[src/sfr_pkg.sv]
// Constants, tables and types shared by both ends of the register bus.
// Assumes one clock domain; tables are indexed by the register index.
package sfr_pkg;

	// ----------------------------------------------------------------
	// Map shape
	// ----------------------------------------------------------------
	localparam int     NUM_REGS  = 21;
	localparam int     IDX_W     = 5;
	localparam int     BSEL_W    = 3;
	typedef logic [IDX_W-1:0] reg_idx_t;
	typedef logic [7:0]       byte_t;

	typedef struct packed {
		logic     hit;
		reg_idx_t idx;
	} sfr_hit_t;

	// Clock source chosen by the nonvolatile configuration
	typedef enum logic [1:0] {SRC_RC, SRC_WDT, SRC_EXT, SRC_XTAL} clk_src_t;

	// ----------------------------------------------------------------
	// Register table, one entry per index
	// ----------------------------------------------------------------
	localparam byte_t REG_ADDR [NUM_REGS] = '{
		8'h95, 8'h97, 8'ha1, 8'ha2, 8'ha3, 8'hac, 8'had, 8'hbd, 8'hbe, 8'hbf,
		8'hc0, 8'he0, 8'hea, 8'heb, 8'hec, 8'hed, 8'hf0, 8'hf1, 8'hf2, 8'hf3,
		8'h96};
	localparam byte_t REG_RESET [NUM_REGS] = '{
		8'h00, 8'h00, 8'h00, 8'h00, 8'h00, 8'h00, 8'h00, 8'h00, 8'h00, 8'h00,
		8'h00, 8'h00, 8'h00, 8'h00, 8'h00, 8'h00, 8'h00, 8'h0e, 8'h00, 8'h00,
		8'h00};
	// Reserved bits
	localparam byte_t REG_RSVD [NUM_REGS] = '{
		8'h00, 8'h00, 8'h1f, 8'h02, 8'h00, 8'hc0, 8'hc0, 8'hfc, 8'h00, 8'h00,
		8'h0f, 8'h00, 8'h00, 8'h00, 8'hf8, 8'hf8, 8'h00, 8'h0e, 8'h00, 8'h00,
		8'hbf};
	// Bits fixed at zero and at one
	localparam byte_t REG_ZERO [NUM_REGS] = '{
		8'h00, 8'h00, 8'h00, 8'h04, 8'h00, 8'h00, 8'h00, 8'h00, 8'h00, 8'h00,
		8'h00, 8'h00, 8'h00, 8'h00, 8'h00, 8'h00, 8'h00, 8'h00, 8'h00, 8'h00,
		8'h00};
	localparam byte_t REG_ONE [NUM_REGS] = '{
		8'h00, 8'h00, 8'h00, 8'h00, 8'h00, 8'h00, 8'h00, 8'h00, 8'h00, 8'h00,
		8'h00, 8'h00, 8'h00, 8'h00, 8'h00, 8'h00, 8'h00, 8'h00, 8'h00, 8'h00,
		8'h00};
	// Registers reachable per bit
	localparam logic [NUM_REGS-1:0] REG_BITADDR = 21'h010800;

	// Indices used by the logic
	localparam reg_idx_t IDX_CPU_CLOCK_DIVIDER      = 5'd0;
	localparam reg_idx_t IDX_BAUD_CTRL = 5'd7;
	localparam reg_idx_t IDX_TRIM      = 5'd20;

	// Field positions
	localparam int BIT_DIVIDED_CLOCK_OUTPUT_EN = 6;
	localparam int BIT_BRG_EN    = 0;
	localparam int BIT_BRG_SRC   = 1;

	// ----------------------------------------------------------------
	// Host command registers
	// ----------------------------------------------------------------
	localparam logic [2:0] H_TARGET = 3'h0;
	localparam logic [2:0] H_DATA   = 3'h1;
	localparam logic [2:0] H_CTRL   = 3'h2;
	localparam logic [2:0] H_STATUS = 3'h3;
	localparam logic [2:0] H_RESULT = 3'h4;
	localparam int CTRL_WRITE = 0;
	localparam int CTRL_READ  = 1;
	localparam int CTRL_BIT   = 2;
	localparam int ST_BUSY    = 0;
	localparam int ST_REFUSED = 1;
	localparam int ST_DONE    = 2;

	// Address to index lookup
	function automatic sfr_hit_t sfr_lookup(input byte_t a);
		sfr_hit_t r;
		r = '0;
		for (int i = 0; i < NUM_REGS; i++) begin
			if (REG_ADDR[i] == a) begin
				r.hit = 1'b1;
				r.idx = reg_idx_t'(i);
			end
		end
		return r;
	endfunction : sfr_lookup

endpackage : sfr_pkg

[src/sfr_if.sv]
// Register bus between the processor core and the register bank.
// Assumes one clock; read data stand one cycle after the strobe.
`timescale 1ns/1ns
interface sfr_if (
	input wire logic clk,
	input wire logic reset
);
	logic [7:0] addr;
	logic [7:0] wdata;
	logic       wr;
	logic       rd;
	logic [7:0] rdata;
	logic [7:0] bit_addr;
	logic       bit_wdata;
	logic       bit_wr;
	logic       bit_rd;
	logic       bit_rdata;

	modport core (
		input  clk, reset, rdata, bit_rdata,
		output addr, wdata, wr, rd, bit_addr, bit_wdata, bit_wr, bit_rd
	);
	modport dev (
		input  clk, reset, addr, wdata, wr, rd, bit_addr, bit_wdata, bit_wr, bit_rd,
		output rdata, bit_rdata
	);
endinterface : sfr_if

[src/clock_halver.sv]
// Toggle flip-flop that halves the clock while enabled.
// Assumes clk is the processor clock.
`timescale 1ns/1ns
module clock_halver (
	// Clock and reset
	input  wire logic clk,
	input  wire logic reset,
	// Control
	input  wire logic enable,
	// Halved clock
	output logic      half_q
);
	// Toggle each cycle, park low when off
	always_ff @(posedge clk or posedge reset) begin
		if (reset)
			half_q <= 1'b0;
		else
			half_q <= enable ? ~half_q : 1'b0;
	end
endmodule : clock_halver

[src/sfr_bank.sv]
// Register bank with per-bit access and the port 3 pin functions.
// Assumes the core on sfr_if keeps to the map; pins and straps are async.
// Assumes port latches share clk and need no synchroniser.
// Pin outputs lag their selection by one flop, so pads never glitch.
`timescale 1ns/1ns
module sfr_bank
	import sfr_pkg::*;
(
	// Register bus
	sfr_if.dev          bus,
	// Clock source straps
	input  wire logic [1:0] clk_src_cfg,
	input  wire logic       rtc_on_crystal,
	input  wire logic       osc_amp_in,
	// Port 3 latches from the port logic
	input  wire logic [1:0] port_out,
	input  wire logic [1:0] port_oe,
	output logic [1:0]      port_in,
	// Port 3 pins
	input  wire logic       port3_bit0_i,
	output logic            port3_bit0_o,
	output logic            port3_bit0_oe,
	input  wire logic       port3_bit1_i,
	output logic            port3_bit1_o,
	output logic            port3_bit1_oe,
	// Register fields to the peripherals
	output logic [7:0]      cpu_clock_divider,
	output logic            baud_generator_enable,
	output logic            baud_source_select
);
	wire clk   = bus.clk;
	wire reset = bus.reset;

	// ----------------------------------------------------------------
	// Register file
	// ----------------------------------------------------------------
	byte_t    regs_q [NUM_REGS];
	byte_t    regs_d [NUM_REGS];
	sfr_hit_t byte_hit;
	sfr_hit_t bit_hit;
	wire      bit_ok;
	wire [BSEL_W-1:0] bit_sel;
	byte_t    rd_val;
	logic     bit_val;

	// Address decode
	assign byte_hit = sfr_lookup(bus.addr);
	assign bit_hit  = sfr_lookup({bus.bit_addr[7:BSEL_W], 3'h0});
	assign bit_ok   = bit_hit.hit && REG_BITADDR[bit_hit.idx];
	assign bit_sel  = bus.bit_addr[BSEL_W-1:0];

	// Per-register strobes; unmapped addresses hit none
	wire [NUM_REGS-1:0] byte_we;
	wire [NUM_REGS-1:0] bit_we;
	for (genvar g = 0; g < NUM_REGS; g++) begin : g_we
		assign byte_we[g] = bus.wr && byte_hit.hit && byte_hit.idx == reg_idx_t'(g);
		assign bit_we[g]  = bus.bit_wr && bit_ok && bit_hit.idx == reg_idx_t'(g);
	end

	// Read value with fixed bits forced
	assign rd_val = byte_hit.hit ?
		((regs_q[byte_hit.idx] & ~REG_ZERO[byte_hit.idx])
		| REG_ONE[byte_hit.idx]) : 8'h00;
	assign bit_val = bit_ok ? regs_q[bit_hit.idx][bit_sel] : 1'b0;

	// Next state of every register
	always_comb begin
		for (int i = 0; i < NUM_REGS; i++) begin
			regs_d[i] = regs_q[i];
			if (byte_we[i])
				regs_d[i] = bus.wdata;
			if (bit_we[i])
				regs_d[i][bit_sel] = bus.bit_wdata;
			// Fixed bits forced last, after either write path
			regs_d[i] = (regs_d[i] & ~REG_ZERO[i]) | REG_ONE[i];
		end
	end

	// Storage, reserved bits kept as written
	// Software reads reserved bits back as zero once written; the core end clears them
	always_ff @(posedge clk or posedge reset) begin
		if (reset) begin
			for (int i = 0; i < NUM_REGS; i++)
				regs_q[i] <= REG_RESET[i];
		end else begin
			for (int i = 0; i < NUM_REGS; i++)
				regs_q[i] <= regs_d[i];
		end
	end

	// Read data, one cycle after the strobe
	// Zero outside read cycles keeps the return bus quiet
	always_ff @(posedge clk or posedge reset) begin
		if (reset) begin
			bus.rdata     <= 8'h00;
			bus.bit_rdata <= 1'b0;
		end else begin
			bus.rdata     <= bus.rd ? rd_val : 8'h00;
			bus.bit_rdata <= bus.bit_rd ? bit_val : 1'b0;
		end
	end

	// Fields to peripherals
	assign cpu_clock_divider     = regs_q[IDX_CPU_CLOCK_DIVIDER];
	assign baud_generator_enable = regs_q[IDX_BAUD_CTRL][BIT_BRG_EN];
	assign baud_source_select    = regs_q[IDX_BAUD_CTRL][BIT_BRG_SRC];

	// Trim register: only the clock-out enable is used
	wire   divided_clock_output_en_bit         = regs_q[IDX_TRIM][BIT_DIVIDED_CLOCK_OUTPUT_EN];

	// ----------------------------------------------------------------
	// Synchronisers for straps and pins
	// ----------------------------------------------------------------
	localparam int SYNC_W = 6;
	logic [SYNC_W-1:0] sync1_q;
	logic [SYNC_W-1:0] sync2_q;
	wire  [SYNC_W-1:0] async_in = {
		clk_src_cfg,
		rtc_on_crystal,
		osc_amp_in,
		port3_bit1_i,
		port3_bit0_i
	};

	// Two flops before any use
	// Only sync2_q feeds logic; sync1_q may be metastable
	always_ff @(posedge clk or posedge reset) begin
		if (reset) begin
			sync1_q <= '0;
			sync2_q <= '0;
		end else begin
			sync1_q <= async_in;
			sync2_q <= sync1_q;
		end
	end

	clk_src_t src;
	wire      rtc_xtal = sync2_q[3];
	wire      amp_s    = sync2_q[2];
	assign src     = clk_src_t'(sync2_q[5:4]);
	assign port_in = sync2_q[1:0];

	// ----------------------------------------------------------------
	// Pin functions
	// ----------------------------------------------------------------
	// Any crystal use refuses clock out and the port on bit 1
	wire divided_clock_output_ok   = (src != SRC_XTAL) && !rtc_xtal;
	wire divided_clock_output_on   = divided_clock_output_en_bit && divided_clock_output_ok;
	wire crystal_osc = (src == SRC_XTAL) || rtc_xtal;
	wire bit1_gpio   = (src == SRC_RC || src == SRC_WDT) && !rtc_xtal;
	wire p1_o_d      = bit1_gpio && port_out[1];
	wire p1_oe_d     = bit1_gpio && port_oe[1];
	wire half_clk;

	// Halved processor clock
	// Parks low while off, so the pin never sticks high
	clock_halver u_half (
		.clk    (clk),
		.reset  (reset),
		.enable (divided_clock_output_on),
		.half_q (half_clk)
	);

	logic p0_o_d;
	logic p0_oe_d;

	// Bit 0 selection: crystal, then halved clock, then port
	// Crystal first: nothing may fight the amplifier
	always_comb begin
		if (crystal_osc) begin
			p0_o_d  = amp_s;
			p0_oe_d = 1'b1;
		end else if (divided_clock_output_on) begin
			p0_o_d  = half_clk;
			p0_oe_d = 1'b1;
		end else begin
			p0_o_d  = port_out[0];
			p0_oe_d = port_oe[0];
		end
	end

	// Registered pin drivers
	always_ff @(posedge clk or posedge reset) begin
		if (reset) begin
			port3_bit0_o  <= 1'b0;
			port3_bit0_oe <= 1'b0;
			port3_bit1_o  <= 1'b0;
			port3_bit1_oe <= 1'b0;
		end else begin
			port3_bit0_o  <= p0_o_d;
			port3_bit0_oe <= p0_oe_d;
			port3_bit1_o  <= p1_o_d;
			port3_bit1_oe <= p1_oe_d;
		end
	end

endmodule : sfr_bank

[src/flat_wrapper.sv]
// flat-port wrapper written by rule: the top's interface ports become plain ports
module sfr_bank_flat import sfr_pkg::*;
  (clk_src_cfg, rtc_on_crystal, osc_amp_in, port_out, port_oe, port_in, port3_bit0_i, port3_bit0_o, port3_bit0_oe, port3_bit1_i, port3_bit1_o, port3_bit1_oe, cpu_clock_divider, baud_generator_enable, baud_source_select, clk, reset, bus_addr, bus_wdata, bus_wr, bus_rd, bus_bit_addr, bus_bit_wdata, bus_bit_wr, bus_bit_rd, bus_rdata, bus_bit_rdata);
  sfr_if bus_i (.clk(clk), .reset(reset));
  input  wire logic [1:0] clk_src_cfg;
  input  wire logic rtc_on_crystal;
  input  wire logic osc_amp_in;
  input  wire logic [1:0] port_out;
  input  wire logic [1:0] port_oe;
  output logic [1:0] port_in;
  input  wire logic port3_bit0_i;
  output logic port3_bit0_o;
  output logic port3_bit0_oe;
  input  wire logic port3_bit1_i;
  output logic port3_bit1_o;
  output logic port3_bit1_oe;
  output logic [7:0] cpu_clock_divider;
  output logic baud_generator_enable;
  output logic baud_source_select;
  input wire logic clk;
  input wire logic reset;
  input wire logic [$bits(bus_i.addr)-1:0] bus_addr;
  input wire logic [$bits(bus_i.wdata)-1:0] bus_wdata;
  input wire logic [$bits(bus_i.wr)-1:0] bus_wr;
  input wire logic [$bits(bus_i.rd)-1:0] bus_rd;
  input wire logic [$bits(bus_i.bit_addr)-1:0] bus_bit_addr;
  input wire logic [$bits(bus_i.bit_wdata)-1:0] bus_bit_wdata;
  input wire logic [$bits(bus_i.bit_wr)-1:0] bus_bit_wr;
  input wire logic [$bits(bus_i.bit_rd)-1:0] bus_bit_rd;
  output wire logic [$bits(bus_i.rdata)-1:0] bus_rdata;
  output wire logic [$bits(bus_i.bit_rdata)-1:0] bus_bit_rdata;
  assign bus_i.addr = bus_addr;
  assign bus_i.wdata = bus_wdata;
  assign bus_i.wr = bus_wr;
  assign bus_i.rd = bus_rd;
  assign bus_i.bit_addr = bus_bit_addr;
  assign bus_i.bit_wdata = bus_bit_wdata;
  assign bus_i.bit_wr = bus_bit_wr;
  assign bus_i.bit_rd = bus_bit_rd;
  assign bus_rdata = bus_i.rdata;
  assign bus_bit_rdata = bus_i.bit_rdata;
  sfr_bank u_core (.bus(bus_i), .clk_src_cfg(clk_src_cfg), .rtc_on_crystal(rtc_on_crystal), .osc_amp_in(osc_amp_in), .port_out(port_out), .port_oe(port_oe), .port_in(port_in), .port3_bit0_i(port3_bit0_i), .port3_bit0_o(port3_bit0_o), .port3_bit0_oe(port3_bit0_oe), .port3_bit1_i(port3_bit1_i), .port3_bit1_o(port3_bit1_o), .port3_bit1_oe(port3_bit1_oe), .cpu_clock_divider(cpu_clock_divider), .baud_generator_enable(baud_generator_enable), .baud_source_select(baud_source_select));
endmodule
[config.mk]
export PLATFORM = sky130hd
export DESIGN_NAME = sfr_bank_flat
export DESIGN_NICKNAME = d
export VERILOG_FILES = /design/src/sfr_pkg.sv /design/src/sfr_if.sv /design/src/clock_halver.sv /design/src/sfr_bank.sv /design/src/flat_wrapper.sv
export SDC_FILE = /design/constraint.sdc
export NUM_CORES = 1
export LEC_CHECK = 0
export ABC_CLOCK_PERIOD_IN_PS = 8500
export BUFFER_PORTS_ARGS = -buffer_cell sky130_fd_sc_hd__buf_2
export CAP_MARGIN = 20
export CORE_AREA = 10 10 170 172
export DETAILED_ROUTE_END_ITERATION = 12
export DIE_AREA = 0 0 180 182
export PLACE_DENSITY = 0.53
export SETUP_SLACK_MARGIN = 0.1
export SYNTH_ARGS = -nofsm -noshare
export SYNTH_HDL_FRONTEND = slang
export SYNTH_SLANG_ARGS = --single-unit
[constraint.sdc]
create_clock -name clk -period 8.5 [get_ports clk]
set_input_delay 0.425 -clock clk [delete_from_list [all_inputs] [get_ports clk]]
set_output_delay 0.425 -clock clk [all_outputs]
set_load 0.1 [all_outputs]
==> out/metrics.yaml <==
clock_tree:
  ctsRootBufferMaster: "clkbuf_16"
  clk_latency_ns: 0.45
  cts_buffer_depth: 2
  cts.htree.levels: 4
  clk_pin_slew_ns: 0.09
  tritoncts: "done"
  post_cts_buffers: 0
  clock-sinks: 193
  hold_buffers: 0
  cts_buffers: 17
  cts_resized: 0
logic_synthesis:
  ys_seq_elements: 193
  postSynthAreaPerCell_um2: 11.30
  synth_warnings: 0
  synth.distinct_cells: 72
  syn-num-nets: 932
  netlist_instances: 891
  synthArstFlopShare_pct: 100.0
  synth_edf_count: 0
  ys_seq_area_share_pct: 48.01
  syn_area_mm2: 0.01007
  synth-main-ff-cell: "dfrtp_1"
setup_path:
  cp-endpoint: "u_core.regs_q[78]$_DFF_PP0_"
  rrSetupSlack_ns: 6.64
  start_kind: "input pin"
  r2r_cells: 6
  crit_type: "in -> reg"
  timing.rr.end: "u_core.bus.rdata[2]$_DFF_PP0_"
  end_kind: "flip-flop"
  worstPathArrival_ns: 4.00
  startpoint: "bus_addr[3]"
  r2r-start: "u_core.cpu_clock_divider[2]$_DFF_PP0_"
  required_ns: 8.84
  path_max_fanout: 74
floorplan:
  die_h_um: 182
  die_x_um: 180
  start_util_pct: 39.30
  ios: 66
  core-area_mm2: 0.02562
  rows: 59
  die-area_mm2: 0.03276
min_path:
  min_path_type: "in -> reg"
drt:
  post_drt_wl_per_cell_um: 24.45
  finalWirelength_um: 30730
  ant_nets: 0
  drtIter0Drc: 737
  routed_via_density: 5.959
  drc: 0
  vias: 7490
  drtPass1Iterations: 5
final_layout:
  nFillCells: 2429
  final_common_cell: "dfrtp_1"
  mostFrequentLayoutCells: "dfrtp_1, mux2_2, a21oi_1"
  multiInputGateArea_mm2: 0.004827
  finalNetCount: 949
  synthToLayoutAreaGrowth_pct: 10.86
  register_area_mm2: 0.004833
  layout-drive-gt1-share_pct: 33.12
pwr:
  total_power_mw: 2.335
  p_leak_nw: 4.935
  ir_drop_mv: 0.1569
  powerDensity_mw_per_mm2: 209.2
grt:
  grt_pass1_wl_um: 47120
  grt_max_degree: 114
  grt_pass1_vias: 7430
  overflow: 0
  antenna_found_initial: 2
  track_usage_pct: 18.45
sta:
  fin_crit_sh_pct: 43.09
  rsz0062_at_grt: "no"
  holdWs_ns: 0.07372
  final.setup_skew_ns: 0.01292
  relSlewSlack_pct: 38.35
  tightest_slew_ns: 0.9248
  final-hold-violation-count: 0
  setup_viol: 0
  min_period_ns: 3.663
  max_freq_mhz: 273.0
  setup-tns-final_ns: 0
  drv_slew: 0
placed_design:
  place.gp.congestion: 0.9037
  io_buffer_count: 65
  place_hpwl_um: 21130
status:
  status: "finished, final reports clean"
flow_run:
  drv_cap: 0
-- worst max-delay path: stages --
cell and delay [ns]:
buf_2 0.16, or4b_4 0.57, o22ai_2 0.16, buf_4 0.34, or2_2 0.26, and2_4 0.78
nand2_1 0.29, nor2_4 0.37, mux2_2 0.37, mux2_2 0.25
-- state kept, by name (all words and copies together) (netlist names), 6 cells and up --
name                      cells
u_core.regs_q               156
u_core.sync2_q                6
u_core.bus.rdata              8
u_core.cpu_clock_divider      8
u_core.sync1_q                6
-- worst min-delay path by stage --
stage / start / to / cells after the start
final: clk_src_cfg[0] / u_core.sync1_q[4]$_DFF_PP0_ / 1
after global routing: port3_bit1_i / u_core.sync1_q[1]$_DFF_PP0_ / 1
after CTS: osc_amp_in / u_core.sync1_q[2]$_DFF_PP0_ / 1
after detailed placement: u_core.sync1_q[1]$_DFF_PP0_ / u_core.sync2_q[1]$_DFF_PP0_ / 0
after global placement: u_core.sync1_q[1]$_DFF_PP0_ / u_core.sync2_q[1]$_DFF_PP0_ / 0
after floorplan: u_core.sync1_q[0]$_DFF_PP0_ / u_core.sync2_q[0]$_DFF_PP0_ / 0
-- kinds of logic after synthesis --
family,after synthesis,synth area share (%)
flip-flops,193,48.01
AND/OR/NAND/NOR,184,10.64
AO/OA/AOI/OAI,223,14.58
buffers and inverters,85,4.151
multiplexers,205,22.53
XOR/XNOR,1,0.08702
-- Yosys cell counts, drive strengths merged (12+ instances only) --
master  number  area share [%]
a211oi      44             3.3
a21oi       67             3.3
a221oi      13             1.2
buf         41             2.5
clkbuf      34             1.3
dfrtp      190              47
mux2       163              18
mux2i       41             4.1
nand2       47             1.8
nand3       12            0.65
nand4       18             1.4
nor2        38             1.9
nor3        16            0.85
nor4        12            0.96
o21ai       38             1.9
o22ai       19             1.2
-- power breakdown --
group | internal [mW] | switching, mW | leakage [nW] | total (mW)
logic | 0.129 | 0.292 | 2.03 | 0.420
registers | 0.980 | 0.0769 | 2.60 | 1.06
clock network | 0.431 | 0.427 | 0.304 | 0.858
total | 1.54 | 0.796 | 4.93 | 2.34
-- layout make-up --
| cell class | count | area share, % |
|---|---|---|
| Clock buffer | 17 | 3.812 |
| Tap cell | 335 | 3.756 |
| Antenna cell | 1 | 0.02242 |
| Clock inverter | 15 | 1.816 |
| Sequential cell | 193 | 43.31 |
| Timing Repair Buffer | 73 | 3.632 |
| Multi-Input combinational cell | 613 | 43.25 |
| Inverter | 10 | 0.4036 |
-- routing by layer --
metal | track usage [%] | vias up | wire, um
met2 | 28.91 | 245 | 14470
met3 | 3.837 | 34 | 1548
met1 | 25.41 | 3820 | 14180
li1 | - | 3389 | -
met4 | 4.664 | 2 | 513
met5 | 0 | - | 13
-- through the flow --
| step | std cells | util (%) | area [um2] | setup slack (ns) |
|---|---|---|---|---|
| finish | 1257 | 43.57 | 11160 | 4.837 |
| global route | 1256 | 43.56 | 11160 | 4.641 |
| CTS | 1256 | 43.56 | 11160 | 4.877 |
| detailed placement | 1224 | 41.11 | 10530 | 4.430 |
| global placement | 1223 | 41.00 | 10500 | 4.425 |
| floorplan | 891 | - | 10070 | 2.824 |
No activity file was read; power rests on OpenSTA's default activity.
